$ cat config.mk
export PLATFORM = sky130hd
export DESIGN_NAME = csc_counter
export DESIGN_NICKNAME = d
export VERILOG_FILES = /design/src/rtl/csc_counter.v
export VERILOG_INCLUDE_DIRS = /design/src /design/src/rtl
export SDC_FILE = /design/constraint.sdc
export NUM_CORES = 1
export LEC_CHECK = 0
export ABC_AREA = 0
export BUFFER_PORTS_ARGS = -buffer_cell sky130_fd_sc_hd__clkbuf_2
export CAP_MARGIN = 20
export CORE_UTILIZATION = 45
export CTS_CLUSTER_SIZE = 28
export DETAILED_ROUTE_END_ITERATION = 7
export GPL_ROUTABILITY_DRIVEN = 1
export GPL_TIMING_DRIVEN = 0
export PLACE_DENSITY = 0.67
export SLEW_MARGIN = 10
export SYNTH_ARGS = -nofsm -noshare
export SYNTH_HDL_FRONTEND = slang
export SYNTH_SLANG_ARGS = --single-unit
$ cat constraint.sdc
create_clock -name clk -period 4.9 [get_ports clk]
set_input_delay 0.735 -clock clk [delete_from_list [all_inputs] [get_ports clk]]
set_output_delay 0.735 -clock clk [all_outputs]
set_load 0.05 [all_outputs]
$ cat src/rtl/csc_map.vh
// Purpose: register indices, field positions and reset values for the
//          capacitive sense counter
// Assumes: included by bare name from the design file
// Notes:   indices are word indices; byte address is four times the index
`ifndef CSC_MAP_VH
`define CSC_MAP_VH

// register word indices
`define CSC_IDX_CTRL_PRI   8'hA0
`define CSC_IDX_CTRL_SEC   8'hA1
`define CSC_IDX_CTRL_AUX   8'hA2
`define CSC_IDX_CNT_LO     8'hA4
`define CSC_IDX_CNT_HI     8'hA5
`define CSC_IDX_STATUS     8'hA6
`define CSC_IDX_TIMER      8'hA7

// reset values
`define CSC_RST_CTRL_PRI   8'h00
`define CSC_RST_CTRL_SEC   8'h00
`define CSC_RST_CTRL_AUX   8'h00
`define CSC_RST_TIMER      6'h00

// counter_control_primary fields
`define CSC_PRI_EN         0
`define CSC_PRI_MODE_LSB   1
`define CSC_PRI_SD_EN      3
`define CSC_PRI_CNT_SRC    4
`define CSC_PRI_SW_SEL     5
`define CSC_PRI_OUT_LSB    6

// counter_control_secondary fields
`define CSC_SEC_INSEL_LSB  0
`define CSC_SEC_FLIP       3
`define CSC_SEC_HI_OSC     4
`define CSC_SEC_DIV_LSB    5
`define CSC_SEC_CHAIN      7

// auxiliary control field
`define CSC_AUX_PXD        2

// operating modes
`define CSC_MODE_STOP      2'h0
`define CSC_MODE_PWIDTH    2'h1
`define CSC_MODE_PERIOD    2'h2
`define CSC_MODE_CONT      2'h3

// prescaler for the prescaled main clock, in main clock cycles
`define CSC_PRESCALE_DIV   8'h02

`endif

$ cat src/rtl/csc_counter.v
// Purpose: capacitive sense counter: two 8-bit capture counters, chainable,
//          a 6-bit one-shot down timer, event modes and clock selection
// Assumes: all analog and oscillator inputs are sampled on clk
// Notes:   registers are reached over Avalon-MM with one wait cycle
//
// Summary of operation
// - two 8-bit counters, chainable, plus 6-bit timer
// - comparator gates chained counter, trip captures
// - one-shot capture freezes counters for reading
// - low on count clock, high on oscillator
// - timer on oscillator, chained counter on count clock
// - timer starts on synchronized enable, once
// - timer clock chosen by pin drive enable
// - timer terminal count pulse one timer cycle
// - low time equals loaded count periods
// - output select routes event, interrupt, carries
// - switch clock: prescaled clock or sequencer
// - count clock source: main or prescaled clock
// - sigma delta gates counting, timer on prescaled
// - mode 00 stops on selected interrupt event
// - mode 01 measures rising to falling edge
// - mode 10 measures rising to rising edge
// - mode 11 periodic carry every 100h/10000h
// - enable starts; disable clears unless event-held
// - chain bit joins counters into 16 bits
// - three-bit select picks event source
// - high counter on oscillator when bit set and chain clear
// - polarity flip inverts selected input
// - sticky status, cleared by zero, cleared disabled
`timescale 1ns/1ps
`include "csc_map.vh"

module csc_counter (
	// clock and reset
	input  wire        clk,
	input  wire        sys_rst,
	// avalon-mm slave
	input  wire [7:0]  avs_address,
	input  wire        avs_read,
	input  wire        avs_write,
	input  wire [31:0] avs_writedata,
	input  wire [3:0]  avs_byteenable,
	output reg  [31:0] avs_readdata,
	output reg         avs_waitrequest,
	// sensing inputs
	input  wire        cmp0_in,
	input  wire        cmp1_in,
	input  wire        relaxation_oscillator_in,
	input  wire        low_speed_oscillator_in,
	input  wire        mux_bus_in,
	input  wire        pseudo_random_sequencer_in,
	input  wire        pit_start_in,
	input  wire        internal_timer_in,
	// outputs
	output reg         pin_out,
	output reg         switch_clk,
	output reg         pit_on_prescaled,
	output reg         timer_tc
);

	localparam ST_IDLE = 4'b0001;
	localparam ST_ARM  = 4'b0010;
	localparam ST_RUN  = 4'b0100;
	localparam ST_DONE = 4'b1000;

	reg  [7:0]  ctrl_pri_r;
	reg  [7:0]  ctrl_sec_r;
	reg         pxd_r;
	reg  [5:0]  tmr_load_r;
	reg  [3:0]  stat_r;
	reg  [3:0]  mask_r;
	reg  [7:0]  cnt_lo_r;
	reg  [7:0]  cnt_hi_r;
	reg  [3:0]  st_r;
	reg         hold_r;
	reg         en_prev_r;
	reg         ev_prev_r;
	reg         osc_prev_r;
	reg  [7:0]  psc_cnt_r;
	reg         psc_clk_r;
	reg  [2:0]  div_cnt_r;
	reg         tsync1_r;
	reg         tsync2_r;
	reg         t_started_r;
	reg         t_running_r;
	reg  [5:0]  t_cnt_r;
	reg         t_irq_r;
	reg  [31:0] rd_mux;
	reg  [2:0]  div_mask;
	reg         ev_sel;
	reg  [3:0]  st_nxt;
	reg         pin_nxt;
	wire [7:0]  raw_in;
	wire [7:0]  sync_s;

	// control field aliases
	wire        en       = ctrl_pri_r[`CSC_PRI_EN];
	wire [1:0]  mode     = ctrl_pri_r[`CSC_PRI_MODE_LSB +: 2];
	wire        sd_en    = ctrl_pri_r[`CSC_PRI_SD_EN];
	wire        cnt_src  = ctrl_pri_r[`CSC_PRI_CNT_SRC];
	wire        sw_sel   = ctrl_pri_r[`CSC_PRI_SW_SEL];
	wire [1:0]  out_sel  = ctrl_pri_r[`CSC_PRI_OUT_LSB +: 2];
	wire [2:0]  in_sel   = ctrl_sec_r[`CSC_SEC_INSEL_LSB +: 3];
	wire        flip     = ctrl_sec_r[`CSC_SEC_FLIP];
	wire        hi_osc   = ctrl_sec_r[`CSC_SEC_HI_OSC];
	wire [1:0]  div_sel  = ctrl_sec_r[`CSC_SEC_DIV_LSB +: 2];
	wire        chain    = ctrl_sec_r[`CSC_SEC_CHAIN];

	assign raw_in = {internal_timer_in, pit_start_in,
		pseudo_random_sequencer_in, mux_bus_in, low_speed_oscillator_in,
		relaxation_oscillator_in, cmp1_in, cmp0_in};

	// two-flop synchronisers, one per asynchronous input
	genvar gi;
	generate
		for (gi = 0; gi < 8; gi = gi + 1) begin : g_sync
			reg s1_r;
			reg s2_r;
			always @(posedge clk) begin
				if (sys_rst) begin
					s1_r <= 1'b0;
					s2_r <= 1'b0;
				end else begin
					s1_r <= raw_in[gi];
					s2_r <= s1_r;
				end
			end
			assign sync_s[gi] = s2_r;
		end
	endgenerate

	wire cmp0_s  = sync_s[0];
	wire cmp1_s  = sync_s[1];
	wire osc_s   = sync_s[2];
	wire lso_s   = sync_s[3];
	wire mux_s   = sync_s[4];
	wire seq_s   = sync_s[5];
	wire pit_s   = sync_s[6];
	wire itmr_s  = sync_s[7];
	wire osc_rise = osc_s & ~osc_prev_r;

	// bus handshake: a request is answered after one wait cycle
	wire req    = avs_read | avs_write;
	wire wr_go  = avs_write & ~avs_waitrequest & avs_byteenable[0];
	wire [7:0] wd = avs_writedata[7:0];
	wire wr_pri = wr_go & (avs_address == `CSC_IDX_CTRL_PRI);
	wire wr_sec = wr_go & (avs_address == `CSC_IDX_CTRL_SEC);
	wire wr_aux = wr_go & (avs_address == `CSC_IDX_CTRL_AUX);
	wire wr_sta = wr_go & (avs_address == `CSC_IDX_STATUS);
	wire wr_tmr = wr_go & (avs_address == `CSC_IDX_TIMER);

	// prescaled main clock, free running so it never stops mid-scan
	wire psc_tick = (psc_cnt_r == `CSC_PRESCALE_DIV - 8'h01);
	wire src_tick = cnt_src ? psc_tick : 1'b1;

	// divider mask per frequency select code
	always @* begin
		case (div_sel)
			2'h0:    div_mask = 3'h0;
			2'h1:    div_mask = 3'h1;
			2'h2:    div_mask = 3'h3;
			default: div_mask = 3'h7;
		endcase
	end
	wire cnt_tick = src_tick & ((div_cnt_r & div_mask) == div_mask);

	wire tmr_tick = pxd_r ? cnt_tick : osc_rise;

	always @* begin
		case (in_sel)
			3'h0:    ev_sel = cmp0_s;
			3'h1:    ev_sel = lso_s;
			3'h2:    ev_sel = cmp1_s;
			3'h3:    ev_sel = timer_tc;
			3'h4:    ev_sel = itmr_s;
			3'h5:    ev_sel = t_irq_r;
			3'h6:    ev_sel = mux_s;
			default: ev_sel = 1'b0;
		endcase
	end
	wire ev_in   = ev_sel ^ flip;
	wire ev_rise = ev_in & ~ev_prev_r;
	wire ev_fall = ~ev_in & ev_prev_r;
	wire en_rise = en & ~en_prev_r;

	// comparator and interval timer gate counting
	wire gate    = cnt_tick & (~sd_en | (cmp0_s & pit_s));
	wire running = st_r[2];
	wire lo_tick = running & gate;
	wire lo_cy   = lo_tick & (cnt_lo_r == 8'hFF);
	// chained: high steps on low carry
	wire hi_tick = running & (chain ? lo_cy : (hi_osc ? osc_rise : gate));
	wire hi_cy   = hi_tick & (cnt_hi_r == 8'hFF);

	// measurement completion in the edge modes
	wire pp_ev = running &
		(((mode == `CSC_MODE_PWIDTH) & ev_fall) |
		 ((mode == `CSC_MODE_PERIOD) & ev_rise));
	// status events: input, low carry, high carry, pulse/period
	wire [3:0] evs    = {ev_rise & (running | st_r[1]), lo_cy, hi_cy, pp_ev};
	wire       sel_ev = |(evs & mask_r);
	wire       cs_int = |(stat_r & mask_r);

	// mode sequencer
	always @* begin
		st_nxt = st_r;
		if (!en) begin
			st_nxt = ST_IDLE;
		end else begin
			case (st_r)
				ST_IDLE: begin
					// edge modes wait for a rising edge
					if (mode == `CSC_MODE_PWIDTH || mode == `CSC_MODE_PERIOD)
						st_nxt = ST_ARM;
					else
						st_nxt = ST_RUN;
				end
				ST_ARM: begin
					if (ev_rise)
						st_nxt = ST_RUN;
				end
				ST_RUN: begin
					if (mode == `CSC_MODE_STOP && sel_ev)
						st_nxt = ST_DONE;
					else if (pp_ev)
						st_nxt = ST_DONE;
				end
				ST_DONE: st_nxt = ST_DONE;
				default: st_nxt = ST_IDLE;
			endcase
		end
	end

	always @* begin
		case (out_sel)
			2'h0:    pin_nxt = ev_in;
			2'h1:    pin_nxt = cs_int;
			2'h2:    pin_nxt = lo_cy;
			default: pin_nxt = hi_cy;
		endcase
	end

	// register file, status and mask
	always @(posedge clk) begin
		if (sys_rst) begin
			ctrl_pri_r <= `CSC_RST_CTRL_PRI;
			ctrl_sec_r <= `CSC_RST_CTRL_SEC;
			pxd_r      <= 1'b0;
			tmr_load_r <= `CSC_RST_TIMER;
			stat_r     <= 4'h0;
			mask_r     <= 4'h0;
		end else begin
			// writes while enabled are software's concern
			if (wr_pri)
				ctrl_pri_r <= wd;
			if (wr_sec)
				ctrl_sec_r <= wd;
			if (wr_aux)
				pxd_r <= wd[`CSC_AUX_PXD];
			if (wr_tmr)
				tmr_load_r <= wd[5:0];
			if (wr_sta)
				mask_r <= wd[3:0];
			// clear by zero, set wins, cleared when disabled
			if (!en)
				stat_r <= 4'h0;
			else if (wr_sta)
				stat_r <= (stat_r & wd[7:4]) | evs;
			else
				stat_r <= stat_r | evs;
		end
	end

	always @(posedge clk) begin
		if (sys_rst) begin
			cnt_lo_r <= 8'h00;
			cnt_hi_r <= 8'h00;
			hold_r   <= 1'b0;
			st_r     <= ST_IDLE;
		end else begin
			st_r <= st_nxt;
			if (st_nxt == ST_DONE)
				hold_r <= 1'b1;
			else if (en_rise)
				hold_r <= 1'b0;
			// a fresh enable or a plain disable clears the count
			if (en_rise || (!en && !hold_r)) begin
				cnt_lo_r <= 8'h00;
				cnt_hi_r <= 8'h00;
			end else begin
				if (lo_tick)
					cnt_lo_r <= cnt_lo_r + 8'h01;
				if (hi_tick)
					cnt_hi_r <= cnt_hi_r + 8'h01;
			end
		end
	end

	// clock generation and edge history
	always @(posedge clk) begin
		if (sys_rst) begin
			psc_cnt_r <= 8'h00;
			psc_clk_r <= 1'b0;
			div_cnt_r <= 3'h0;
			en_prev_r <= 1'b0;
			ev_prev_r <= 1'b0;
			osc_prev_r <= 1'b0;
		end else begin
			psc_cnt_r <= psc_tick ? 8'h00 : psc_cnt_r + 8'h01;
			if (psc_tick)
				psc_clk_r <= ~psc_clk_r;
			if (src_tick)
				div_cnt_r <= div_cnt_r + 3'h1;
			en_prev_r <= en;
			ev_prev_r <= ev_in;
			osc_prev_r <= osc_s;
		end
	end

	// 6-bit one-shot down timer, stepping on the timer clock
	always @(posedge clk) begin
		if (sys_rst) begin
			tsync1_r    <= 1'b0;
			tsync2_r    <= 1'b0;
			t_started_r <= 1'b0;
			t_running_r <= 1'b0;
			t_cnt_r     <= 6'h00;
			timer_tc    <= 1'b0;
			t_irq_r     <= 1'b0;
		end else begin
			if (!en)
				t_irq_r <= 1'b0;
			else if (timer_tc)
				t_irq_r <= 1'b1;
			if (tmr_tick) begin
				// enable double synchronised to timer domain
				tsync1_r <= en;
				tsync2_r <= tsync1_r;
				timer_tc <= 1'b0;
				if (!tsync2_r) begin
					t_started_r <= 1'b0;
					t_running_r <= 1'b0;
				end else if (!t_started_r) begin
					t_started_r <= 1'b1;
					t_cnt_r     <= tmr_load_r;
					if (tmr_load_r == 6'h00)
						timer_tc <= 1'b1;
					else
						t_running_r <= 1'b1;
				end else if (t_running_r) begin
					t_cnt_r <= t_cnt_r - 6'h01;
					if (t_cnt_r == 6'h01) begin
						timer_tc    <= 1'b1;
						t_running_r <= 1'b0;
					end
				end
			end
		end
	end

	// registered outputs
	always @(posedge clk) begin
		if (sys_rst) begin
			pin_out          <= 1'b0;
			switch_clk       <= 1'b0;
			pit_on_prescaled <= 1'b0;
		end else begin
			pin_out          <= pin_nxt;
			switch_clk       <= sw_sel ? seq_s : psc_clk_r;
			// interval timer clocked from the prescaled clock
			pit_on_prescaled <= sd_en;
		end
	end

	// read-back mux; unmapped indices read zero
	always @* begin
		rd_mux = 32'h0000_0000;
		case (avs_address)
			`CSC_IDX_CTRL_PRI: rd_mux[7:0] = ctrl_pri_r;
			`CSC_IDX_CTRL_SEC: rd_mux[7:0] = ctrl_sec_r;
			`CSC_IDX_CTRL_AUX: rd_mux[`CSC_AUX_PXD] = pxd_r;
			`CSC_IDX_CNT_LO:   rd_mux[7:0] = cnt_lo_r;
			`CSC_IDX_CNT_HI:   rd_mux[7:0] = cnt_hi_r;
			`CSC_IDX_STATUS:   rd_mux[7:0] = {stat_r, mask_r};
			`CSC_IDX_TIMER:    rd_mux[5:0] = tmr_load_r;
			default:           rd_mux = 32'h0000_0000;
		endcase
	end

	// avalon answer: waitrequest drops for one cycle after a request
	always @(posedge clk) begin
		if (sys_rst) begin
			avs_waitrequest <= 1'b1;
			avs_readdata    <= 32'h0000_0000;
		end else if (req && avs_waitrequest) begin
			avs_waitrequest <= 1'b0;
			avs_readdata    <= rd_mux;
		end else begin
			avs_waitrequest <= 1'b1;
		end
	end

endmodule // csc_counter

* Word-level counts from Yosys, hierarchy flattened
Index checks and enable logic that the tools add are counted.
Widths: inputs -> output; s select.
** Operators by class
- $add $sub $neg :: 5
- Equal/unequal tests :: 31
- Multiplexer cells :: 35
- Bitwise gates (word level) :: 41
- Reduce and logical (&&, ||, !) cells :: 20
** Operators with widths (number)
- $eq 8x8->1 const B :: 9
- $add 8x1->8 const B :: 3
- $and 1x1->1 :: 22
- $mux 4 :: 5
- $mux 1 :: 19
- $pmux 3 s6 :: 1
- $pmux 4 s4 :: 1
- $pmux 1 s7 :: 2
- $and 4x4->4 :: 3
- $mux 6 :: 2
- $pmux 2 s6 :: 1
- $pmux 2 s5 :: 1
- $eq 3x3->1 const B :: 3
- $pmux 3 s3 :: 1
- $eq 4x4->1 const B :: 2
- $eq 8x1->1 const B :: 1
- $not 1->1 :: 8
- $or 4x4->4 :: 2
- $reduce_or 4->1 :: 2
- $eq 2x1->1 const B :: 3
- $eq 2x2->1 const B :: 3
- $eq 3x2->1 const B :: 2
- $eq 6x1->1 const B :: 1
- $logic_not 2->1 :: 3
- other kinds (23) :: 32
** Word-level totals
- Bits in registers :: 107
- Input port bits :: 56
- Output and inout port bits :: 37
- Logic and storage cells :: 176

* Logic depth before layout (Yosys ltp)
- Depth in word-level cells :: 19
- Mapped depth :: 11

* Least setup slack after synthesis
No wires, ideal clock.
- Path kind :: input -> register
- From :: in avs_address[3]
- To :: reg ctrl_sec_r[0]
- Arrival :: 2.391 ns
- Setup slack :: 2.381 ns
- Stages :: 6
- Path through :: nor4b_1 nand2_1 nor4_1 nand2_1 mux2i_1 nor2_1
** On the way
- Cells in the longest elaborated chain, start to end :: 2
** Ends and longest elaborated chain
- start, declared :: RTL line csc_counter.v:38 : input wire [7:0] avs_address,
- $eq 8x8->1
- $and 1x1->1 :: RTL line csc_counter.v:147 : wire wr_sec = wr_go & (avs_address == `CSC_IDX_CTRL_SEC);
- end signal, assigned :: RTL line csc_counter.v:247 : ctrl_sec_r <= `CSC_RST_CTRL_SEC;
- end signal, assigned :: RTL line csc_counter.v:257 : ctrl_sec_r <= wd;
- end, declared :: RTL line csc_counter.v:67 : reg [7:0] ctrl_sec_r;
No other way between the ends.
A chain may end at the register's enable or synchronous reset.

* Worst setup path after layout
- From :: reg psc_cnt_r[0]
- To :: reg pin_out
** On the way
- Cells in the longest elaborated chain, start to end :: 10
- Elaborated cells between the ends (all ways) :: 11
** Ends and longest elaborated chain
- start, declared :: RTL line csc_counter.v:79 : reg [7:0] psc_cnt_r;
- start signal, assigned :: RTL line csc_counter.v:309 : psc_cnt_r <= psc_tick ? 8'h00 : psc_cnt_r + 8'h01;
- $eq 8x1->1 (*) :: RTL line csc_counter.v:153 : wire psc_tick = (psc_cnt_r == `CSC_PRESCALE_DIV - 8'h01);
- $mux 1 (*) :: RTL line csc_counter.v:154 : wire src_tick = cnt_src ? psc_tick : 1'b1;
- $and 1x1->1 (*) :: RTL line csc_counter.v:165 : wire cnt_tick = src_tick & ((div_cnt_r & div_mask) == div_mask);
- $and 1x1->1 (*) :: RTL line csc_counter.v:187 : wire gate = cnt_tick & (~sd_en | (cmp0_s & pit_s));
- $and 1x1->1 :: RTL line csc_counter.v:189 : wire lo_tick = running & gate;
- $and 1x1->1 :: RTL line csc_counter.v:190 : wire lo_cy = lo_tick & (cnt_lo_r == 8'hFF);
- $mux 1 :: RTL line csc_counter.v:192 : wire hi_tick = running & (chain ? lo_cy : (hi_osc ? osc_rise : gate));
- $and 1x1->1 :: RTL line csc_counter.v:192
- $and 1x1->1 :: RTL line csc_counter.v:193 : wire hi_cy = hi_tick & (cnt_hi_r == 8'hFF);
- $pmux 1 s3 (*) :: RTL line csc_counter.v:235 : case (out_sel)
- end signal, assigned :: RTL line csc_counter.v:368 : pin_out <= pin_nxt;
- end, declared :: RTL line csc_counter.v:55 : output reg pin_out,
Mark *: on every way between the ends. The rest lies on a longest branch, timed or not.

==> flow_summary.json <==
{
  "rr_endpoint": "pin_out$_SDFF_PP0_",
  "setup_viol": 0,
  "n_antenna_cell": 0,
  "drv_cap": 0,
  "max_slew.worst_pin.slew_ps": 731,
  "fin_crit_sh_pct": 57.6,
  "drive_gt1_share_pct": 16.7,
  "critPathCaptureType": "flop",
  "die_w_um": 108,
  "p_leak_nw": 2.25,
  "holdWs_ps": 445,
  "cts_root_buffer": "clkbuf_8",
  "drtPass1Iterations": 7,
  "gp_congestion": 0.877,
  "io_pins": 93,
  "pre_cts_ws_ps": 1750,
  "p_per_area_mw_per_mm2": 288,
  "port_buffers": 39,
  "yosysWarnings": 0,
  "first_global_vias": 3880,
  "synth.cell_area_mm2": 0.00507,
  "grt_pass1_wl_um": 20100,
  "start_util_pct": 46.6,
  "die_h_um": 108,
  "synth-async-reset-ratio_pct": 0,
  "synth_edf_count": 0,
  "r2r_cells": 9,
  "wl_per_cell_um": 15.6,
  "fin_util_pct": 52.8,
  "grt-ovfl-total": 0,
  "cts_inserted_buffers": 9,
  "hold_viol": 0,
  "grt_max_degree": 17,
  "antenna_found_initial": 0,
  "drtAntennaViolNets": 0,
  "irDropWorstVdd_mv": 0.182,
  "drtIter0Drc": 295,
  "clk_pin_slew_ps": 100,
  "hold_buffers": 0,
  "yosys_most_used_dff": "dfxtp_1",
  "area_growth_pct": 13.5,
  "worst-endpoint-arrival_ps": 3100,
  "crit_required_ps": 5180,
  "grtUsageTotal_pct": 22.5,
  "dr_wl_met3_um": 646,
  "placed_area_mm2": 0.00553,
  "cts_resized": 0,
  "htree_levels": 3,
  "synth.area.top_cells": "dfxtp_1 42%, mux2i_1 7.5%, nor2_1 6.3%, buf_4 3.6%, xor2_1 3.1%",
  "yosysTopAreaCell": "dfxtp_1",
  "clk_path_buf_depth": 2,
  "hold_path_end": "g_sync[5].s2_r$_SDFF_PP0_",
  "crit_type": "reg2reg",
  "ys_ff_latch": 107,
  "stdcell_area_mm2": 0.00575,
  "synth_top_area_share_pct": 42.2,
  "nets": 702,
  "clk_latency_ps": 370,
  "vias": 4248,
  "remaining_drc_errors": 0,
  "ys_seq_area_share_pct": 42.2,
  "slew-limit-headroom_pct": 50.9,
  "min_delay_path_depth": 1,
  "highest_layer": "met4",
  "reg2reg_slack_ps": 2080,
  "hp-start": "g_sync[5].s1_r$_SDFF_PP0_",
  "hp-class": "reg2reg",
  "cts_tree": "done",
  "status": "complete, no violations",
  "fin_ws_ps": 2080,
  "skew_ps": 13.6,
  "rsz0062_at_grt": "false",
  "final_cell_mix": "107 x dfxtp_1, 85 x nor2_1, 41 x nand2_1",
  "fin_setup_tns_ps": 0,
  "synth_area_per_cell_um2": 9.02,
  "slew_viol_final": 0,
  "crit_fanout": 10,
  "dieArea_mm2": 0.0117,
  "cts_sinks": 107,
  "wl_met1_um": 5620,
  "postSynthCellCount": 562,
  "fmax_mhz": 354,
  "fin_crit_ps": 2820,
  "dr_wl_met2_um": 5590,
  "vias_per_cell": 5.45,
  "r2r-start": "psc_cnt_r[0]$_SDFF_PP0_",
  "synth.distinct_cells": 69,
  "hpwl_um": 9140,
  "finalWirelength_um": 12200,
  "cts_setup_buffers": 0,
  "std_cell_rows": 38,
  "core_area_mm2": 0.0109,
  "critPathLaunchType": "flop",
  "layout_commonest_cell": "dfxtp_1"
}
==> critical path, cell delays in order, from the launching register on <==
cell	delay, ps
dfxtp_1	420
ha_1	190
nor4b_4	230
a21boi_2	170
nor4_4	630
a21o_1	220
buf_6	150
nand3_2	100
or3_1	360
a31oi_1	270
==> worst max-delay path by stage <==
stage	from	end	slack, ps
floorplan	avs_address[3]	ctrl_sec_r[0]$_SDFFE_PP0P_	2380
global placement	avs_address[3]	ctrl_sec_r[1]$_SDFFE_PP0P_	1640
detailed placement	avs_address[3]	ctrl_pri_r[3]$_SDFFE_PP0P_	1750
CTS	psc_cnt_r[0]$_SDFF_PP0_	pin_out$_SDFF_PP0_	2120
global route	psc_cnt_r[0]$_SDFF_PP0_	pin_out$_SDFF_PP0_	1960
finish	psc_cnt_r[0]$_SDFF_PP0_	pin_out$_SDFF_PP0_	2080
==> cell type report <==
class	count	area (um2)
fillers	1005	5130
clock inverters	5	77.6
flip-flops and latches	107	2140
clock buffers	10	138
well taps	140	175
multi-input cells	413	2680
repair buffers	40	200
inverters	17	63.8
plain buffers	48	280
==> registers in the layout, indices dropped and copies added, names as in the netlist, 3 cells and up <==
| register | flops |
|---|---|
| avs_readdata | 8 |
| cnt_hi_r | 8 |
| cnt_lo_r | 8 |
| ctrl_pri_r | 8 |
| ctrl_sec_r | 8 |
| div_cnt_r | 3 |
| g_sync.s1_r | 8 |
| g_sync.s2_r | 6 |
| mask_r | 4 |
| psc_cnt_r | 8 |
| st_r | 4 |
| stat_r | 4 |
| t_cnt_r | 6 |
| tmr_load_r | 6 |
==> logic make-up (layout without fill, tap and decap cells) <==
| kind of cell | count (synthesis) | after routing | synth area share, % |
|---|---|---|---|
| compound gates | 91 | 91 | 12.1 |
| xor+xnor | 23 | 23 | 3.97 |
| fa+ha+maj | 10 | 10 | 2.47 |
| buf+inv | 65 | 120 | 6.79 |
| flops | 107 | 107 | 42.2 |
| mux | 46 | 46 | 10.6 |
| other cells | 1 | 24 | 0.0739 |
| simple gates | 219 | 219 | 21.8 |
==> cells in the mapped netlist (8+ instances only) <==
library cell and number:
nor2b_1 20, buf_4 24, clkbuf_1 16, a21oi_1 18
mux2i_1 38, ha_1 10, nand3_1 16, nor2_1 85
o21ai_0 23, nor3_1 8, dfxtp_1 107, xor2_1 18
inv_1 17, nand2_1 41
==> where the power goes <==
| group | total (mW) | switching, mW | internal [mW] |
|---|---|---|---|
| combinational | 0.169 | 0.118 | 0.0506 |
| clock | 0.588 | 0.291 | 0.297 |
| sequential | 0.900 | 0.0116 | 0.888 |
| total | 1.66 | 0.420 | 1.24 |
==> routing by layer <==
layer / GRT usage [%] / up-vias
li1: - / 2058
met1: 30.5 / 2004
met2: 35.0 / 161
met3: 3.86 / 25
met4: 9.69 / 0
met5: 0 / -
==> per-stage QoR <==
| step | power (mW) | instances |
|---|---|---|
| finish | 1.66 | 780 |
| global route | 1.72 | 780 |
| CTS | 1.67 | 780 |
| detailed placement | 1.09 | 765 |
| global placement | 1.08 | 764 |
| floorplan | 1.05 | 585 |
Note: power is estimated with default switching activity, not from simulation.
